`config.mk`:
```
export PLATFORM = sky130hd
export DESIGN_NAME = usb_device_addr_diag_regs
export DESIGN_NICKNAME = d
export VERILOG_FILES = /design/src/usb_addr_diag_pkg.sv /design/src/usb_addr_update.sv /design/src/usb_fault_inject.sv /design/src/usb_device_addr_diag_regs.sv
export VERILOG_INCLUDE_DIRS = /design/src /design/src/src
export SDC_FILE = /design/constraint.sdc
export NUM_CORES = 1
export LEC_CHECK = 0
export CAP_MARGIN = 20
export CELL_PAD_IN_SITES_DETAIL_PLACEMENT = 1
export CELL_PAD_IN_SITES_GLOBAL_PLACEMENT = 2
export CORE_MARGIN = 4
export CORE_UTILIZATION = 43
export DETAILED_ROUTE_END_ITERATION = 7
export DONT_BUFFER_PORTS = 1
export GPL_TIMING_DRIVEN = 0
export PLACE_DENSITY = 0.94
export SYNTH_ARGS = -nofsm -noshare
export SYNTH_HDL_FRONTEND = slang
export SYNTH_SLANG_ARGS = --single-unit
```
`constraint.sdc`:
```
create_clock -name mclk -period 3.55 [get_ports mclk]
set_input_delay 0.1775 -clock mclk [delete_from_list [all_inputs] [get_ports mclk]]
set_output_delay 0.1775 -clock mclk [all_outputs]
set_load 0.01 [all_outputs]
```
`src/usb_addr_diag_defs.svh`:
```
`ifndef USB_ADDR_DIAG_DEFS_SVH
`define USB_ADDR_DIAG_DEFS_SVH

// ----------------------------------------------------------------------
// register offsets (byte addresses on the local register port)
// ----------------------------------------------------------------------
`define UAD_OFS_SOF_UPPER   8'h1B
`define UAD_OFS_DEV_ADDR    8'h1C
`define UAD_OFS_FAULT_CTL   8'h31
`define UAD_OFS_TEST_SEL    8'h32

// ----------------------------------------------------------------------
// field positions
// ----------------------------------------------------------------------
`define UAD_SOF_HI_MSB      2
`define UAD_ADDR_IMM_BIT    7
`define UAD_ADDR_MSB        6
`define UAD_FI_FORCE_IN     5
`define UAD_FI_FAST         4
`define UAD_FI_RX_ERR       2
`define UAD_FI_NO_STUFF     1
`define UAD_FI_CRC_ERR      0
`define UAD_TEST_MSB        2

// ----------------------------------------------------------------------
// reset values
// ----------------------------------------------------------------------
`define UAD_RST_ADDR        7'h00
`define UAD_RST_FRAME_HI    3'h0
`define UAD_RST_TEST_SEL    3'h0
`define UAD_RST_FORCE_IN    1'b1

// ----------------------------------------------------------------------
// timing
// ----------------------------------------------------------------------
`define UAD_CLK_PERIOD_NS   50
`define UAD_FRAME_NS        1000000
`define UAD_FAST_FRAME_NS   1000
`define UAD_FRAME_CYCLES    (`UAD_FRAME_NS / `UAD_CLK_PERIOD_NS)
`define UAD_FAST_CYCLES     (`UAD_FAST_FRAME_NS / `UAD_CLK_PERIOD_NS)

`endif

```
`src/usb_addr_diag_pkg.sv`:
```
package usb_addr_diag_pkg;

	// ----------------------------------------------------------------------
	// operating state chosen by the compliance test selector
	// ----------------------------------------------------------------------
	typedef enum logic [5:0] {
		TS_NORMAL       = 6'h01,
		TS_TEST_J       = 6'h02,
		TS_TEST_K       = 6'h04,
		TS_TEST_SE0_NAK = 6'h08,
		TS_TEST_PACKET  = 6'h10,
		TS_FORCE_ENABLE = 6'h20
	} test_state_t;

	// ----------------------------------------------------------------------
	// carriers
	// ----------------------------------------------------------------------
	typedef struct packed {
		logic        force_inputs;
		logic        fast_times;
		logic        force_rx_err;
		logic        no_tx_stuff;
		logic        force_crc_err;
	} diag_ctl_t;

	typedef struct packed {
		logic        valid;
		logic [10:0] frame;
	} sof_t;

endpackage : usb_addr_diag_pkg

```
`src/usb_addr_update.sv`:
```
`include "usb_addr_diag_defs.svh"

// device address with deferred or immediate adoption
module usb_addr_update
(
	input  wire logic       mclk,
	input  wire logic       resetn,
	input  wire logic       wr_en,
	input  wire logic [7:0] wdata,
	input  wire logic       status_ok,
	input  wire logic       bus_reset,
	output logic      [6:0] cur_addr_ff
);

	logic [6:0] pend_addr_ff;
	logic       pend_valid_ff;
	logic [6:0] nxt_cur_addr;
	logic [6:0] nxt_pend_addr;
	logic       nxt_pend_valid;

	// ----------------------------------------------------------------------
	// address next state
	// ----------------------------------------------------------------------
	// a status completion in the same cycle as a new deferred write applies the old
	// pending value; the new one waits for the following status phase
	always_comb
	begin
		nxt_cur_addr   = cur_addr_ff;
		nxt_pend_addr  = pend_addr_ff;
		nxt_pend_valid = pend_valid_ff;
		if (status_ok && pend_valid_ff)
		begin
			nxt_cur_addr   = pend_addr_ff; // RQ4
			nxt_pend_valid = 1'b0;
		end
		if (wr_en)
		begin
			if (wdata[`UAD_ADDR_IMM_BIT])
			begin
				nxt_cur_addr   = wdata[`UAD_ADDR_MSB:0]; // RQ3
				nxt_pend_valid = 1'b0;
			end
			else
			begin
				nxt_pend_addr  = wdata[`UAD_ADDR_MSB:0]; // RQ4
				nxt_pend_valid = 1'b1;
			end
		end
		// bus reset overrides everything, pending value dropped too
		if (bus_reset)
		begin
			nxt_cur_addr   = `UAD_RST_ADDR; // RQ5
			nxt_pend_valid = 1'b0;
		end
	end

	always_ff @(posedge mclk or negedge resetn)
	begin
		if (!resetn)
		begin
			cur_addr_ff   <= `UAD_RST_ADDR;
			pend_addr_ff  <= `UAD_RST_ADDR;
			pend_valid_ff <= 1'b0;
		end
		else
		begin
			cur_addr_ff   <= nxt_cur_addr;
			pend_addr_ff  <= nxt_pend_addr;
			pend_valid_ff <= nxt_pend_valid;
		end
	end

endmodule : usb_addr_update

```
`src/usb_fault_inject.sv`:
```
`include "usb_addr_diag_defs.svh"

// diagnostic fault injection bits with one-shot self clearing
module usb_fault_inject
(
	input  wire logic                         mclk,
	input  wire logic                         resetn,
	input  wire logic                         wr_en,
	input  wire logic [7:0]                   wdata,
	input  wire logic                         rx_pkt_end,
	input  wire logic                         tx_pkt_end,
	output usb_addr_diag_pkg::diag_ctl_t      diag_ff
);

	usb_addr_diag_pkg::diag_ctl_t nxt_diag;

	// ----------------------------------------------------------------------
	// diagnostic next state
	// ----------------------------------------------------------------------
	// one-shot bits: writing one arms, writing zero has no effect, the
	// packet end disarms; an arming write in the end cycle wins
	always_comb
	begin
		nxt_diag = diag_ff;
		if (rx_pkt_end)
			nxt_diag.force_rx_err = 1'b0; // RQ8
		if (tx_pkt_end)
		begin
			nxt_diag.no_tx_stuff   = 1'b0; // RQ9
			nxt_diag.force_crc_err = 1'b0; // RQ10
		end
		if (wr_en)
		begin
			nxt_diag.force_inputs = wdata[`UAD_FI_FORCE_IN]; // RQ6
			nxt_diag.fast_times   = wdata[`UAD_FI_FAST]; // RQ7
			if (wdata[`UAD_FI_RX_ERR])
				nxt_diag.force_rx_err = 1'b1; // RQ8
			if (wdata[`UAD_FI_NO_STUFF])
				nxt_diag.no_tx_stuff = 1'b1; // RQ9
			if (wdata[`UAD_FI_CRC_ERR])
				nxt_diag.force_crc_err = 1'b1; // RQ10
		end
	end

	always_ff @(posedge mclk or negedge resetn)
	begin
		if (!resetn)
		begin
			diag_ff.force_inputs  <= `UAD_RST_FORCE_IN; // RQ6
			diag_ff.fast_times    <= 1'b0;
			diag_ff.force_rx_err  <= 1'b0;
			diag_ff.no_tx_stuff   <= 1'b0;
			diag_ff.force_crc_err <= 1'b0;
		end
		else
			diag_ff <= nxt_diag;
	end

endmodule : usb_fault_inject

```
`src/usb_device_addr_diag_regs.sv`:
```
`include "usb_addr_diag_defs.svh"

// What this block does
// RQ1: frame high register reads frame bits 10..8 of the latest start-of-frame in bits 2..0, rest zero.
// RQ2: address register bit 7 only acts on a write and always reads zero.
// RQ3: an address write with bit 7 set makes the new address current at once.
// RQ4: an address write with bit 7 clear is held pending until the control status phase succeeds.
// RQ5: a root port reset clears the current address to zero.
// RQ6: diagnostic bit 5, set after reset, turns every two-way pin into an input in chip test mode.
// RQ7: diagnostic bit 4 runs the frame timer at a fast rate for production test.
// RQ8: diagnostic bit 2 fails the next received data packet and clears itself at that packet's end.
// RQ9: diagnostic bit 1 drops bit stuffing in the next transmitted data packet and then clears.
// RQ10: diagnostic bit 0 inverts the CRC msb of the next transmitted data packet and then clears.
// RQ11: the 3-bit test selector picks normal, Test_J, Test_K, Test_SE0_NAK, Test_Packet or Test_Force_Enable.
// RQ12: writes to reserved or read-only fields change nothing.
module usb_device_addr_diag_regs
#(
	parameter int unsigned PIN_W        = 8,
	parameter int unsigned FRAME_CYCLES = `UAD_FRAME_CYCLES,
	parameter int unsigned FAST_CYCLES  = `UAD_FAST_CYCLES
)
(
	input  wire logic                         mclk,
	input  wire logic                         resetn,
	input  wire logic [7:0]                   reg_addr,
	input  wire logic [7:0]                   reg_wdata,
	input  wire logic                         reg_wr,
	input  wire logic                         reg_rd,
	output logic      [7:0]                   reg_rdata,
	input  wire usb_addr_diag_pkg::sof_t      sof,
	input  wire logic                         status_ok,
	input  wire logic                         bus_reset,
	input  wire logic                         rx_pkt_end,
	input  wire logic                         tx_pkt_end,
	input  wire logic                         chip_test_mode,
	input  wire logic [PIN_W-1:0]             core_oe,
	output logic      [6:0]                   dev_addr,
	output usb_addr_diag_pkg::diag_ctl_t      diag,
	output logic      [PIN_W-1:0]             pad_oe,
	output usb_addr_diag_pkg::test_state_t    test_state,
	output logic                              frame_tick
);

	// ----------------------------------------------------------------------
	// helpers
	// ----------------------------------------------------------------------
	function automatic logic reg_hit(input logic [7:0] addr, input logic [7:0] ofs);
		reg_hit = (addr == ofs);
	endfunction : reg_hit

	// reserved selector codes fall back to normal operation
	function automatic usb_addr_diag_pkg::test_state_t code_to_state(input logic [2:0] code);
		case (code)
			3'h0:    code_to_state = usb_addr_diag_pkg::TS_NORMAL;
			3'h1:    code_to_state = usb_addr_diag_pkg::TS_TEST_J;
			3'h2:    code_to_state = usb_addr_diag_pkg::TS_TEST_K;
			3'h3:    code_to_state = usb_addr_diag_pkg::TS_TEST_SE0_NAK;
			3'h4:    code_to_state = usb_addr_diag_pkg::TS_TEST_PACKET;
			3'h5:    code_to_state = usb_addr_diag_pkg::TS_FORCE_ENABLE;
			default: code_to_state = usb_addr_diag_pkg::TS_NORMAL;
		endcase
	endfunction : code_to_state

	localparam int unsigned CNT_W = $clog2(FRAME_CYCLES + 1);
	localparam logic [CNT_W-1:0] FRAME_LAST = CNT_W'(FRAME_CYCLES - 1);
	localparam logic [CNT_W-1:0] FAST_LAST  = CNT_W'(FAST_CYCLES - 1);

	// ----------------------------------------------------------------------
	// declarations
	// ----------------------------------------------------------------------
	logic                          wr_addr_reg;
	logic                          wr_fault;
	logic                          wr_test;
	logic [7:0]                    rd_data_ff;
	logic [7:0]                    nxt_rd_data;
	logic [2:0]                    frame_hi_ff;
	logic [2:0]                    nxt_frame_hi;
	logic [2:0]                    test_sel_ff;
	logic [2:0]                    nxt_test_sel;
	usb_addr_diag_pkg::test_state_t test_state_ff;
	usb_addr_diag_pkg::test_state_t nxt_test_state;
	logic [CNT_W-1:0]              frame_cnt_ff;
	logic [CNT_W-1:0]              nxt_frame_cnt;
	logic                          frame_tick_ff;
	logic                          nxt_frame_tick;
	logic [PIN_W-1:0]              pad_oe_ff;
	logic [PIN_W-1:0]              nxt_pad_oe;
	logic [6:0]                    cur_addr;
	usb_addr_diag_pkg::diag_ctl_t  diag_state;

	// ----------------------------------------------------------------------
	// write decode
	// ----------------------------------------------------------------------
	// the frame high register has no write path at all
	assign wr_addr_reg = reg_wr && reg_hit(reg_addr, `UAD_OFS_DEV_ADDR);
	assign wr_fault    = reg_wr && reg_hit(reg_addr, `UAD_OFS_FAULT_CTL);
	assign wr_test     = reg_wr && reg_hit(reg_addr, `UAD_OFS_TEST_SEL);

	// ----------------------------------------------------------------------
	// device address
	// ----------------------------------------------------------------------
	usb_addr_update u_addr
	(
		.mclk        (mclk),
		.resetn      (resetn),
		.wr_en       (wr_addr_reg),
		.wdata       (reg_wdata),
		.status_ok   (status_ok),
		.bus_reset   (bus_reset),
		.cur_addr_ff (cur_addr)
	);

	// ----------------------------------------------------------------------
	// fault injection
	// ----------------------------------------------------------------------
	usb_fault_inject u_fault
	(
		.mclk       (mclk),
		.resetn     (resetn),
		.wr_en      (wr_fault),
		.wdata      (reg_wdata),
		.rx_pkt_end (rx_pkt_end),
		.tx_pkt_end (tx_pkt_end),
		.diag_ff    (diag_state)
	);

	// ----------------------------------------------------------------------
	// frame number capture
	// ----------------------------------------------------------------------
	// only the top three frame bits are kept here; the low byte lives elsewhere
	always_comb
	begin
		nxt_frame_hi = frame_hi_ff;
		if (sof.valid)
			nxt_frame_hi = sof.frame[10:8]; // RQ1
	end

	always_ff @(posedge mclk or negedge resetn)
	begin
		if (!resetn)
			frame_hi_ff <= `UAD_RST_FRAME_HI;
		else
			frame_hi_ff <= nxt_frame_hi;
	end

	// ----------------------------------------------------------------------
	// compliance test selector
	// ----------------------------------------------------------------------
	// reserved codes are stored and read back, but drive normal operation
	always_comb
	begin
		nxt_test_sel = test_sel_ff;
		if (wr_test)
			nxt_test_sel = reg_wdata[`UAD_TEST_MSB:0]; // RQ12
		nxt_test_state = code_to_state(nxt_test_sel); // RQ11
	end

	always_ff @(posedge mclk or negedge resetn)
	begin
		if (!resetn)
		begin
			test_sel_ff   <= `UAD_RST_TEST_SEL;
			test_state_ff <= usb_addr_diag_pkg::TS_NORMAL;
		end
		else
		begin
			test_sel_ff   <= nxt_test_sel;
			test_state_ff <= nxt_test_state;
		end
	end

	// ----------------------------------------------------------------------
	// frame timer
	// ----------------------------------------------------------------------
	// restarts on every start-of-frame so the tick tracks the host; the fast
	// rate is only useful on a tester, a real host would never match it
	always_comb
	begin
		nxt_frame_tick = 1'b0;
		nxt_frame_cnt  = frame_cnt_ff + CNT_W'(1);
		if (sof.valid)
			nxt_frame_cnt = '0;
		else if (diag_state.fast_times ? (frame_cnt_ff >= FAST_LAST) // RQ7
		                               : (frame_cnt_ff >= FRAME_LAST))
		begin
			nxt_frame_cnt  = '0;
			nxt_frame_tick = 1'b1;
		end
	end

	always_ff @(posedge mclk or negedge resetn)
	begin
		if (!resetn)
		begin
			frame_cnt_ff  <= '0;
			frame_tick_ff <= 1'b0;
		end
		else
		begin
			frame_cnt_ff  <= nxt_frame_cnt;
			frame_tick_ff <= nxt_frame_tick;
		end
	end

	// ----------------------------------------------------------------------
	// two-way pin direction override
	// ----------------------------------------------------------------------
	// costs one cycle of enable latency, accepted to keep outputs registered
	always_comb
	begin
		nxt_pad_oe = core_oe;
		if (chip_test_mode && diag_state.force_inputs)
			nxt_pad_oe = '0; // RQ6
	end

	always_ff @(posedge mclk or negedge resetn)
	begin
		if (!resetn)
			pad_oe_ff <= '0;
		else
			pad_oe_ff <= nxt_pad_oe;
	end

	// ----------------------------------------------------------------------
	// read data
	// ----------------------------------------------------------------------
	// data valid only in the cycle after the strobe, zero otherwise and for
	// unmapped addresses
	always_comb
	begin
		nxt_rd_data = 8'h00;
		if (reg_rd)
		begin
			if (reg_hit(reg_addr, `UAD_OFS_SOF_UPPER))
				nxt_rd_data = {5'h00, frame_hi_ff}; // RQ1
			else if (reg_hit(reg_addr, `UAD_OFS_DEV_ADDR))
				nxt_rd_data = {1'b0, cur_addr}; // RQ2
			else if (reg_hit(reg_addr, `UAD_OFS_FAULT_CTL))
				nxt_rd_data = {2'b00,
				               diag_state.force_inputs,
				               diag_state.fast_times,
				               1'b0, // RQ12
				               diag_state.force_rx_err,
				               diag_state.no_tx_stuff,
				               diag_state.force_crc_err};
			else if (reg_hit(reg_addr, `UAD_OFS_TEST_SEL))
				nxt_rd_data = {5'h00, test_sel_ff};
			else
				nxt_rd_data = 8'h00;
		end
	end

	always_ff @(posedge mclk or negedge resetn)
	begin
		if (!resetn)
			rd_data_ff <= 8'h00;
		else
			rd_data_ff <= nxt_rd_data;
	end

	// ----------------------------------------------------------------------
	// outputs
	// ----------------------------------------------------------------------
	assign reg_rdata  = rd_data_ff;
	assign dev_addr   = cur_addr;
	assign diag       = diag_state;
	assign pad_oe     = pad_oe_ff;
	assign test_state = test_state_ff;
	assign frame_tick = frame_tick_ff;

endmodule : usb_device_addr_diag_regs

```
* Word-level counts from Yosys, hierarchy flattened
Cells that the tools add are included.
W data, S select, Z words.
** Word-level totals
- Word-level logic and storage cells :: 62
- Register bits after elaboration :: 64
** Cells by class
- Multiplexer cells :: 27
- Bitwise logic cells :: 1
- Reductions and logical operators :: 7
- Magnitude comparators :: 2
- Add/sub/neg operators :: 1
- Equal/unequal tests :: 9
** Operators with widths (count)
- $mux W7 :: 7
- $mux W15 :: 2
- $pmux W6 S5 :: 1
- $eq A8 B5 Y1 const B :: 2
- $eq A8 B6 Y1 const B :: 2
- $add A15 B1 Y15 const B :: 1
- $ge A15 B15 Y1 const B :: 1
- $ge A15 B5 Y1 const B :: 1
- $mux W1 :: 11
- $mux W3 :: 3
- $mux W8 :: 1
- $eq A3 B2 Y1 const B :: 2
- $eq A3 B3 Y1 const B :: 2
- $mux W6 :: 1
- $logic_and A1 B1 Y1 :: 5
- $eq A3 B1 Y1 const B :: 1
- $reduce_bool A3 Y1 :: 1
- $mux W2 :: 1
- $reduce_and A2 Y1 :: 1
- $not A1 Y1 :: 1

* Depth between registers and ports, before layout
Gate-level depths: netlist of run 1.
- Depth in word-level cells :: 6
- Mapped depth :: 6

* By module
From an unflattened synthesis of run 1, not the netlist that was laid out.
** Unflattened totals
- Cells, all modules :: 272
- Area total of the unflattened synthesis :: 3116.7 um^2
** By module, submodules not included
- usb_device_addr_diag_regs :: seq. area each 1077.3 um^2, cells an instance 196, area an instance 2179.6 um^2, times used 1
- usb_addr_update :: seq. area each 375.4 um^2, cells an instance 60, area an instance 750.7 um^2, times used 1
- usb_fault_inject :: seq. area each 126.4 um^2, cells an instance 16, area an instance 186.4 um^2, times used 1

* Worst setup path after synthesis of run 1
No wires, ideal clock.
- Kind :: register -> register
- Start :: register frame_cnt_ff[0]
- End :: register frame_cnt_ff[10]
- Arrival time :: 1.612 ns
- Data required time :: 3.462 ns
- Path slack :: 1.850 ns
- Cell stages (with the launch flop) :: 7
- Path through :: dfrtp_1 > ha_1 > nor2b_1 > o41ai_2 > nand4_2 > buf_6 > a211oi_2
** Between the ends
- Word-level cells in the longest chain between the ends :: 4
- Elaborated cells on any way between the ends :: 6
- Those cells by class :: 1 x add/sub; 2 x order compare; 3 x mux
** RTL lines
- start: declaration :: line usb_device_addr_diag_regs.sv:82 : logic [CNT_W-1:0] frame_cnt_ff;
- start signal: assignment :: line usb_device_addr_diag_regs.sv:200 : frame_cnt_ff <= nxt_frame_cnt;
- $ge A15 B15 Y1 / $ge A15 B5 Y1 (equally long branches) :: line usb_device_addr_diag_regs.sv:184, usb_device_addr_diag_regs.sv:183
- $mux W1 :: line usb_device_addr_diag_regs.sv:183 : else if (diag_state.fast_times ? (frame_cnt_ff >= FAST_LAST)
- $mux W15 (*) :: line usb_device_addr_diag_regs.sv:183
- $mux W15 (*) :: line usb_device_addr_diag_regs.sv:181 : if (sof.valid)
- via nxt_frame_cnt[10] :: line usb_device_addr_diag_regs.sv:83 : logic [CNT_W-1:0] nxt_frame_cnt;
The timed path passes the listed nets; every way through them passes the cells marked *.
A chain may end at the register's enable or synchronous reset.

* Worst setup path in the final report of run 1
- Start :: register frame_cnt_ff[0]
- End :: register frame_cnt_ff[7]
The elaborated chain is that of the path after synthesis.

==> impl_metrics.tcl, run 1 <==
set metrics [dict create \
    outcome "complete, no violations" \
    yosysSeqAreaShare_pct 51.8 \
    drt_wl_total_um 7470 \
    gp_congestion 0.809 \
    mostFrequentLayoutCell "dfrtp_1" \
    critical_path_class "flop to flop" \
    synth_seq_cells 63 \
    p_per_area_nw_per_um2 441 \
    critPathMaxFanout 10 \
    drv_cap 0 \
    r2r_start "frame_cnt_ff[0]$_DFF_PN0_" \
    route.vias.total 2219 \
    hold_viol 0 \
    drt-pass1-iter-count 4 \
    synth_largest_area_cell "dfrtp_1" \
    final_cell_mix "61 x dfrtp_1, 21 x dlygate4sd3_1, 17 x nand2_1" \
    ys_types 51 \
    grt_overflow 0 \
    fmax_mhz 500 \
    synth_top_area_share_pct 50.0 \
    dp.final_hpwl_um 5120 \
    num_antenna_cells 0 \
    io_pins 80 \
    hold_depth 2 \
    ir_worst_vdd_uv 172 \
    syn_area_um2 3050 \
    r2r_end "frame_cnt_ff[7]$_DFF_PN0_" \
    drc 0 \
    clockRootBuffer "clkbuf_8" \
    crit_required_ns 3.80 \
    start_util_pct 44.7 \
    die_h_um 92.2 \
    period_needed_ns 2.00 \
    antenna_found_initial 0 \
    grt_pass1_vias 2421 \
    syn_avg_cell_area_um2 11.5 \
    syn2layout_area_growth_pct 19.5 \
    worstHoldStart "reg_wdata[0]" \
    leakagePower_uw 0.00155 \
    clock_latency_ns 0.35 \
    slew-limit-headroom_pct 54.4 \
    synthTopCellsByArea "dfrtp_1 50%, a211oi_2 4.1%, mux2_2 3.3%" \
    total_power_uw 1610 \
    setup_viol 0 \
    holdPathEnd "test_state[2]$_DFF_PN0_" \
    io_buffer_count 0 \
    cts_tree "done" \
    final_max_slew_viol_count 0 \
    skew_ns 0.0101 \
    place_ws_ns 1.57 \
    ant_nets 0 \
    cts_resized 0 \
    fp.dieW_um 92.2 \
    numCtsBuffers 9 \
    post-route-period-util_pct 56.4 \
    grt_pass1_wl_um 12800 \
    dieArea_um2 8510 \
    grt_max_degree 64 \
    grt_usage_pct 19.3 \
    clock_path_buffers 2 \
    arrival_ns 2.25 \
    drt_iter0_drc 79 \
    tns_ns 0 \
    final_nets 344 \
    synth_flop_cell "dfrtp_1" \
    viasPerCell 5.56 \
    r2r_slack_ns 1.55 \
    cts.htree.levels 3 \
    cp-start-kind "flop" \
    coreArea_um2 6830 \
    row_count 30 \
    ys_async_sr_fraction_pct 100 \
    drive_gt1_share_pct 19.1 \
    synth_edf_count 0 \
    syn_inst 265 \
    r2r_cells 6 \
    clk_pin_slew_ns 0.08 \
    worstMarginPinSlew_ns 0.683 \
    wire_per_inst_um 18.7 \
    worst_slack_ns 1.55 \
    rsz0062_at_grt "no" \
    cp-end-kind "flop" \
    yosysWarnings 0 \
    hold_class "input pin to flop" \
    syn_nets 311 \
    cts_sinks 63 \
]
kinds of logic (layout without fill, tap and decap cells):
logic type / count (synthesis) / in the layout / synth area share (%)
and+or+nand+nor: 95 / 95 / 20.0
DFF: 63 / 63 / 51.8
AOI/OAI and AO/OA: 55 / 55 / 14.8
buffers and inverters: 19 / 57 / 2.87
muxes: 18 / 18 / 6.28
xor gates and xnor gates: 13 / 13 / 3.73
adders and majority gates: 1 / 1 / 0.410
other: 1 / 1 / 0.123
worst max path at each step:
stage                         startpoint                         end  cells after the start
4_1_cts        frame_cnt_ff[0]$_DFF_PN0_   frame_cnt_ff[7]$_DFF_PN0_                      6
6_report       frame_cnt_ff[0]$_DFF_PN0_   frame_cnt_ff[7]$_DFF_PN0_                      6
3_5_place_dp   frame_cnt_ff[0]$_DFF_PN0_  frame_cnt_ff[10]$_DFF_PN0_                      6
5_1_grt        frame_cnt_ff[0]$_DFF_PN0_   frame_cnt_ff[7]$_DFF_PN0_                      6
3_3_place_gp   frame_cnt_ff[0]$_DFF_PN0_   frame_cnt_ff[6]$_DFF_PN0_                      6
2_1_floorplan  frame_cnt_ff[0]$_DFF_PN0_  frame_cnt_ff[10]$_DFF_PN0_                      6
sequential cells by signal, indices dropped and copies added, names as in the netlist:
register and count:
test_state 6, u_addr.pend_addr_ff 7, pad_oe 8, u_addr.pend_valid_ff 1, u_fault.diag_ff 5, test_sel_ff 3, frame_tick 1, reg_rdata 7
u_addr.cur_addr_ff 7, frame_cnt_ff 15, frame_hi_ff 3
area by class of cell:
type | instances | area [µm²]
buffer | 9 | 50.0
clock buffer | 10 | 128
sequential | 63 | 1580
clock inverter | 6 | 109
timing repair buffer | 22 | 238
tap | 96 | 120
inverter | 10 | 37.5
fill | 744 | 3190
multi-input combinational | 183 | 1380
routing by layer:
layer / track usage [%] / up-vias / share of wire, %
met5: 0 / - / 0
met4: 7.80 / 0 / 1.8
met3: 6.32 / 15 / 7.0
met2: 29.3 / 67 / 46
met1: 25.3 / 1104 / 45
li1: - / 1033 / -
critical path: stages (launching register included):
cell and delay, ns:
dfrtp_1 0.42, ha_1 0.28, nor2b_1 0.17, o41ai_2 0.26
nand4_2 0.29, buf_6 0.25, a211oi_2 0.24
synth_stat cells, drive strengths merged, types with 4 or more instances:
| master | instances |
|---|---|
| and3 | 5 |
| nand3 | 6 |
| xnor2 | 11 |
| nor4 | 4 |
| a211oi | 22 |
| nor2b | 5 |
| and2 | 12 |
| nor3 | 8 |
| nor3b | 7 |
| a21oi | 10 |
| nand4 | 7 |
| mux2i | 9 |
| nand2 | 17 |
| inv | 10 |
| buf | 6 |
| mux2 | 9 |
| o21ai | 8 |
| nor2 | 13 |
| dfrtp | 61 |
report_power, final:
group          internal (µW)  total (µW)  leakage [µW]  switching (µW)
Sequential               738         757      0.000843            18.8
Combinational           45.1         101      0.000586            55.4
Clock                    465         751      0.000120             286
Total                   1250        1610       0.00155             360
repair_timing:
action	in CTS	in global routing
buffers inserted	0	0
hold buffers	22	0
endpoints found under the hold margin	89	0
through the flow:
| step | cell area, µm² | hold slack [ns] | utilization, % | cells |
|---|---|---|---|---|
| 2_1_floorplan | 3050 | -0.118 | - | 265 |
| 3_3_place_gp | 3170 | -0.116 | 46.4 | 361 |
| 3_5_place_dp | 3170 | -0.117 | 46.4 | 361 |
| 4_1_cts | 3640 | 0.00369 | 53.4 | 399 |
| 5_1_grt | 3640 | 0.0190 | 53.4 | 399 |
| 6_report | 3640 | 0.0117 | 53.4 | 399 |
Note: power is estimated with default switching activity, not from simulation.
==> inputs of run 2 (changes only) <==
--- a/config.mk
+++ b/config.mk
@@ -10,11 +10,11 @@
 export CELL_PAD_IN_SITES_DETAIL_PLACEMENT = 1
 export CELL_PAD_IN_SITES_GLOBAL_PLACEMENT = 2
 export CORE_MARGIN = 4
-export CORE_UTILIZATION = 43
+export CORE_UTILIZATION = 40
 export DETAILED_ROUTE_END_ITERATION = 7
 export DONT_BUFFER_PORTS = 1
 export GPL_TIMING_DRIVEN = 0
-export PLACE_DENSITY = 0.94
+export PLACE_DENSITY = 0.89
 export SYNTH_ARGS = -nofsm -noshare
 export SYNTH_HDL_FRONTEND = slang
 export SYNTH_SLANG_ARGS = --single-unit
==> constraint.sdc (replaced) <==
create_clock -name mclk -period 1.9 [get_ports mclk]
set_input_delay 0.095 -clock mclk [delete_from_list [all_inputs] [get_ports mclk]]
set_output_delay 0.095 -clock mclk [all_outputs]
set_load 0.01 [all_outputs]
==> run 2 against run 1 <==
Net effect:
- utilization shrank 2.9 points
- final area up 1.5%
- clock-buffer cell count is the same
- critical path depth is the same
- sequential power is 88% higher
- maximum frequency rose by 10%
- non-clock buffer count rose by 9
- sequential share of layout area decreased by 0.64 points
- worst setup slack worse by 1.5 ns
- worst hold slack improved by 0.0070 ns
- critical path type unchanged
- critical endpoint is now frame_cnt_ff[3]$_DFF_PN0_
- largest cell class unchanged
- highest routed layer unchanged
==> impl_metrics.tcl, run 2 (synthesized netlist as in run 1, its figures left out) <==
set metrics [dict create \
    tns_ns 0 \
    drv_cap 0 \
    clockRootBuffer "clkbuf_8" \
    drt_wl_total_um 8290 \
    largest_reg_flops 15 \
    coreArea_um2 7330 \
    worst_slack_ns 0.0855 \
    p_int_uw 2110 \
    setup_viol 0 \
    route.vias.total 2277 \
    grt_usage_pct 19.5 \
    critPathMaxFanout 6 \
    power_frac_seq_pct 50.5 \
    mostFrequentLayoutCell "dfrtp_1" \
    die_h_um 95.3 \
    post-route-period-util_pct 95.5 \
    switching_power_uw 692 \
    antenna_found_initial 0 \
    row_count 31 \
    syn2layout_area_growth_pct 21.3 \
    cts_tree "done" \
    clock_path_buffers 2 \
    clkPwrFrac_pct 42.1 \
    rsz0062_at_grt "yes" \
    comb_power_share_pct 7.4 \
    grt_overflow 0 \
    grt_max_degree 64 \
    critical_path_class "flop to flop" \
    slew-limit-headroom_pct 50.7 \
    r2r_start "frame_cnt_ff[0]$_DFF_PN0_" \
    viasPerCell 5.54 \
    final_cell_mix "61 x dfrtp_1, 27 x dlygate4sd3_1, 17 x nand2_1" \
    worstMarginPinSlew_ns 0.740 \
    cts.htree.levels 3 \
    hold_viol 0 \
    place_area_um2 3170 \
    outcome "complete, no violations" \
    switching_share_pct 24.7 \
    startpoint "frame_cnt_ff[0]$_DFF_PN0_" \
    leakagePower_uw 0.00157 \
    ant_nets 0 \
    slowest_stage "dfrtp_1" \
    r2r_slack_ns 0.09 \
    drt_iter0_drc 80 \
    clock_latency_ns 0.34 \
    grt_pass1_vias 2444 \
    critical_path_depth 6 \
    p_per_area_nw_per_um2 757 \
    period_needed_ns 1.81 \
    io_buffer_count 0 \
    start_util_pct 41.6 \
    crit_required_ns 2.15 \
    crit_buf_inv 1 \
    wire_per_inst_um 20.2 \
    total_power_uw 2800 \
    cts_sinks 63 \
    gp_congestion 0.831 \
    grt_pass1_wl_um 13400 \
    cp-start-kind "flop" \
    crit_path_cell_trace "ha_2 > nor2b_1 > o41ai_2 > nand4_2 > buf_4 > a211oi_1" \
    numCtsBuffers 9 \
    skew_ns 0.0100 \
    cp_slowest_stage_delay_ns 0.41 \
    cpLargestDelayFamily "compound AO/OA/AOI/OAI gates" \
    drive_gt1_share_pct 20.5 \
    final_nets 353 \
    place_ws_ns -0.0910 \
    arrival_ns 2.06 \
    drc 0 \
    fmax_mhz 551 \
    top_register "frame_cnt_ff" \
    clk_pin_slew_ns 0.07 \
    num_antenna_cells 0 \
    dp.final_hpwl_um 5500 \
    final_max_slew_viol_count 0 \
    hold_class "input pin to flop" \
    io_pins 80 \
    cp-end-kind "flop" \
    drt-pass1-iter-count 4 \
    r2r_cells 6 \
    r2r_end "frame_cnt_ff[3]$_DFF_PN0_" \
    final_core_util_pct 50.5 \
    crit_end "frame_cnt_ff[3]$_DFF_PN0_" \
    dieArea_um2 9090 \
    fp.dieW_um 95.3 \
    design_area_um2 3700 \
    ir_worst_vdd_uv 515 \
]
==> run 2: per-stage QoR <==
| step | instances | hold slack, ns |
|---|---|---|
| after global routing | 411 | 0.0363 |
| after global placement | 364 | -0.198 |
| after floorplan | 265 | -0.201 |
| after CTS | 409 | 0.00803 |
| final | 411 | 0.0187 |
| after detailed placement | 364 | -0.198 |
==> run 2: power by group through the flow <==
stage	clock [µW]	combinational, µW	sequential [µW]
finish	1180	207	1420
global route	1270	230	1420
CTS	1210	201	1420
detailed placement	0	120	1440
global placement	0	115	1440
floorplan	0	95.3	1430
==> run 2: repair_timing <==
action | 4_1_cts | 5_1_grt
gates resized for setup | 0 | 2
gates cloned | 0 | 0
hold buffers | 28 | 0
pin swaps | 1 | 1
setup endpoints to repair | 9 | 12
hold endpoints to repair | 95 | 0
buffers inserted | 1 | 2
==> run 2: final cells by class <==
| class | count | area (µm²) |
|---|---|---|
| clock buffer | 10 | 138 |
| multi-input combinational | 183 | 1390 |
| clock inverter | 6 | 60.1 |
| fill | 800 | 3630 |
| timing repair buffer | 31 | 320 |
| tap | 99 | 124 |
| inverter | 10 | 37.5 |
| sequential | 63 | 1580 |
| buffer | 9 | 50.0 |
==> run 2: worst min-delay path by stage <==
stage | end | depth (start not counted) | slack, ns | start
floorplan | frame_cnt_ff[0]$_DFF_PN0_ | 0 | -0.20 | resetn
global placement | u_addr.pend_addr_ff[0]$_DFFE_PN0P_ | 0 | -0.20 | resetn
detailed placement | u_addr.pend_addr_ff[0]$_DFFE_PN0P_ | 0 | -0.20 | resetn
CTS | u_addr.pend_valid_ff$_DFFE_PN0P_ | 2 | 0.008 | reg_wdata[7]
global route | u_addr.pend_addr_ff[3]$_DFFE_PN0P_ | 2 | 0.04 | reg_wdata[7]
finish | u_addr.pend_valid_ff$_DFFE_PN0P_ | 2 | 0.02 | reg_wdata[7]
==> run 2: worst reg2reg max path, delay by kind of cell (launching register included) <==
family | cells | cell delay [ns]
compound gates | 2 | 0.57
flops | 1 | 0.41
simple gates | 2 | 0.31
fa+ha+maj | 1 | 0.23
buf+inv | 1 | 0.20
==> run 2: per-layer routing <==
layer,part of all wire [%],global-route usage [%],wire (µm)
met1,43,25.3,3540
met2,50,31.1,4180
met3,5.0,4.97,415
met4,1.9,7.93,161
met5,0,0,0
==> inputs of run 3 (changes only) <==
--- a/config.mk
+++ b/config.mk
@@ -6,7 +6,7 @@
 export SDC_FILE = /design/constraint.sdc
 export NUM_CORES = 1
 export LEC_CHECK = 0
-export CAP_MARGIN = 20
+export CAP_MARGIN = 40
 export CELL_PAD_IN_SITES_DETAIL_PLACEMENT = 1
 export CELL_PAD_IN_SITES_GLOBAL_PLACEMENT = 2
 export CORE_MARGIN = 4
@@ -15,6 +15,7 @@
 export DONT_BUFFER_PORTS = 1
 export GPL_TIMING_DRIVEN = 0
 export PLACE_DENSITY = 0.89
+export RECOVER_POWER = 50
 export SYNTH_ARGS = -nofsm -noshare
 export SYNTH_HDL_FRONTEND = slang
 export SYNTH_SLANG_ARGS = --single-unit
==> run 3 against run 2 <==
Net effect:
- final area fell by 0.61%
- critical path depth did not move
- combinational power fell by 3%
- worst setup slack got worse by 0.0011 ns
- critical endpoint unchanged
- highest routed layer unchanged
==> impl_metrics.tcl, run 3 (synthesized netlist as in run 1, its figures left out) <==
set metrics [dict create \
    drt_wl_total_um 8300 \
    slew-limit-headroom_pct 6.35 \
    arrival_ns 2.07 \
    numCtsBuffers 9 \
    dieArea_um2 9090 \
    wire_per_inst_um 20.2 \
    switching_share_pct 24.8 \
    grt_pass1_wl_um 13400 \
    slowest_stage "dfrtp_1" \
    grt_max_degree 64 \
    crit_end "frame_cnt_ff[3]$_DFF_PN0_" \
    drt-pass1-iter-count 4 \
    drv_cap 0 \
    drive_gt1_share_pct 20.5 \
    r2r_end "frame_cnt_ff[3]$_DFF_PN0_" \
    fmax_mhz 551 \
    syn2layout_area_growth_pct 20.5 \
    clkPwrFrac_pct 42.3 \
    cp_slowest_stage_delay_ns 0.41 \
    outcome "complete, no violations" \
    ir_worst_vdd_uv 516 \
    rsz0062_at_grt "yes" \
    final_cell_mix "61 x dfrtp_1, 27 x dlygate4sd3_1, 17 x nand2_1" \
    r2r_start "frame_cnt_ff[0]$_DFF_PN0_" \
    critical_path_class "flop to flop" \
    drc 0 \
    grt_usage_pct 19.5 \
    coreArea_um2 7330 \
    cts_tree "done" \
    clock_latency_ns 0.35 \
    die_h_um 95.3 \
    clock_path_buffers 2 \
    cts_sinks 63 \
    cp-end-kind "flop" \
    worst_hold_slack_ns 0.0172 \
    leakagePower_uw 0.00156 \
    gp_congestion 0.831 \
    antenna_found_initial 0 \
    hold_depth 2 \
    power_frac_seq_pct 50.6 \
    clk_pin_slew_ns 0.08 \
    top_register "frame_cnt_ff" \
    route.vias.total 2283 \
    fill_cells 802 \
    start_util_pct 41.6 \
    skew_ns 0.0118 \
    r2r_slack_ns 0.08 \
    fp.dieW_um 95.3 \
    mostFrequentLayoutCell "dfrtp_1" \
    final_core_util_pct 50.2 \
    viasPerCell 5.55 \
    p_int_uw 2100 \
    startpoint "frame_cnt_ff[0]$_DFF_PN0_" \
    worstMarginPinSlew_ns 1.40 \
    comb_power_share_pct 7.2 \
    seqCellArea_um2 1580 \
    io_buffer_count 0 \
    period_needed_ns 1.82 \
    clockRootBuffer "clkbuf_8" \
    grt_pass1_vias 2444 \
    num_antenna_cells 0 \
    cts.htree.levels 3 \
    final_max_slew_viol_count 0 \
    setup_viol 0 \
    row_count 31 \
    cp-start-kind "flop" \
    switching_power_uw 695 \
    io_pins 80 \
    grt_overflow 0 \
    post-route-period-util_pct 95.6 \
    dp.final_hpwl_um 5500 \
    r2r_cells 6 \
    crit_required_ns 2.15 \
    crit_path_cell_trace "ha_2 > nor2b_1 > o41ai_2 > nand4_2 > buf_4 > a211oi_1" \
    largest_reg_flops 15 \
    hold_class "input pin to flop" \
    p_per_area_nw_per_um2 761 \
    final_nets 353 \
    multi_input_area_um2 1390 \
    drt_iter0_drc 79 \
    hold_viol 0 \
    ant_nets 0 \
    critPathMaxFanout 6 \
]
-- run 3: changes by cell type in the layout (fill, tap and decap cells not counted) --
cell and change:
and2_0 +1, buf_16 -1, buf_2 +1, and2_1 -1
-- run 3: worst min path at each step --
stage | from | end | slack (ns)
2_1_floorplan | resetn | frame_cnt_ff[0]$_DFF_PN0_ | -0.20
3_3_place_gp | resetn | u_addr.pend_addr_ff[0]$_DFFE_PN0P_ | -0.20
3_5_place_dp | resetn | u_addr.pend_addr_ff[0]$_DFFE_PN0P_ | -0.20
4_1_cts | reg_wdata[7] | u_addr.pend_valid_ff$_DFFE_PN0P_ | 0.008
5_1_grt | reg_wdata[7] | u_addr.pend_addr_ff[3]$_DFFE_PN0P_ | 0.04
6_report | reg_wdata[7] | u_addr.pend_valid_ff$_DFFE_PN0P_ | 0.02
-- run 3: power by group through the flow --
stage	combinational (µW)	clock, µW	sequential (µW)
after floorplan	95.3	0	1430
after global placement	115	0	1440
after detailed placement	120	0	1440
after CTS	201	1210	1420
after global routing	223	1270	1420
final	200	1180	1420
-- run 3: worst max-delay path: cells and delay by family (launching register included) --
kind | cells | cell delay (ns)
AOI/OAI and AO/OA | 2 | 0.58
adders and majority gates | 1 | 0.23
buffers and inverters | 1 | 0.20
DFF | 1 | 0.41
and+or+nand+nor | 2 | 0.31
-- run 3: layout make-up --
type                       instances  share of cell area [%]
multi-input combinational        183                    37.8
sequential                        63                    42.9
inverter                          10                    1.02
clock inverter                     6                    1.63
timing repair buffer              31                    8.10
clock buffer                      10                    3.74
buffer                             9                    1.36
tap                               99                    3.37
-- run 3: per-stage QoR --
stage               cell area [µm²]  power, µW  std cells  setup TNS (ns)  setup slack (ns)
detailed placement             3170       1560        364          -0.653           -0.0910
global placement               3170       1550        364         -0.0523          -0.00983
global route                   3680       2910        411         -0.0848           -0.0358
finish                         3680       2800        411               0            0.0845
floorplan                      3050       1530        265               0             0.200
CTS                            3680       2820        409               0            0.0686
-- run 3: repair_timing --
item                                    4_1_cts  5_1_grt
buffers inserted                              1        2
hold buffers                                 28        0
gates resized for setup                       0        2
gates cloned                                  0        0
pin swaps                                     1        1
hold endpoints to repair                     95        0
endpoints found under the setup margin        9       12
-- run 3: routing by layer --
metal | wire length, µm | vias up | track usage, %
met1 | 3550 | 1169 | 25.3
met4 | 165 | 0 | 7.93
met3 | 412 | 14 | 4.97
li1 | - | 1046 | -
met2 | 4170 | 54 | 31.1
met5 | 0 | - | 0
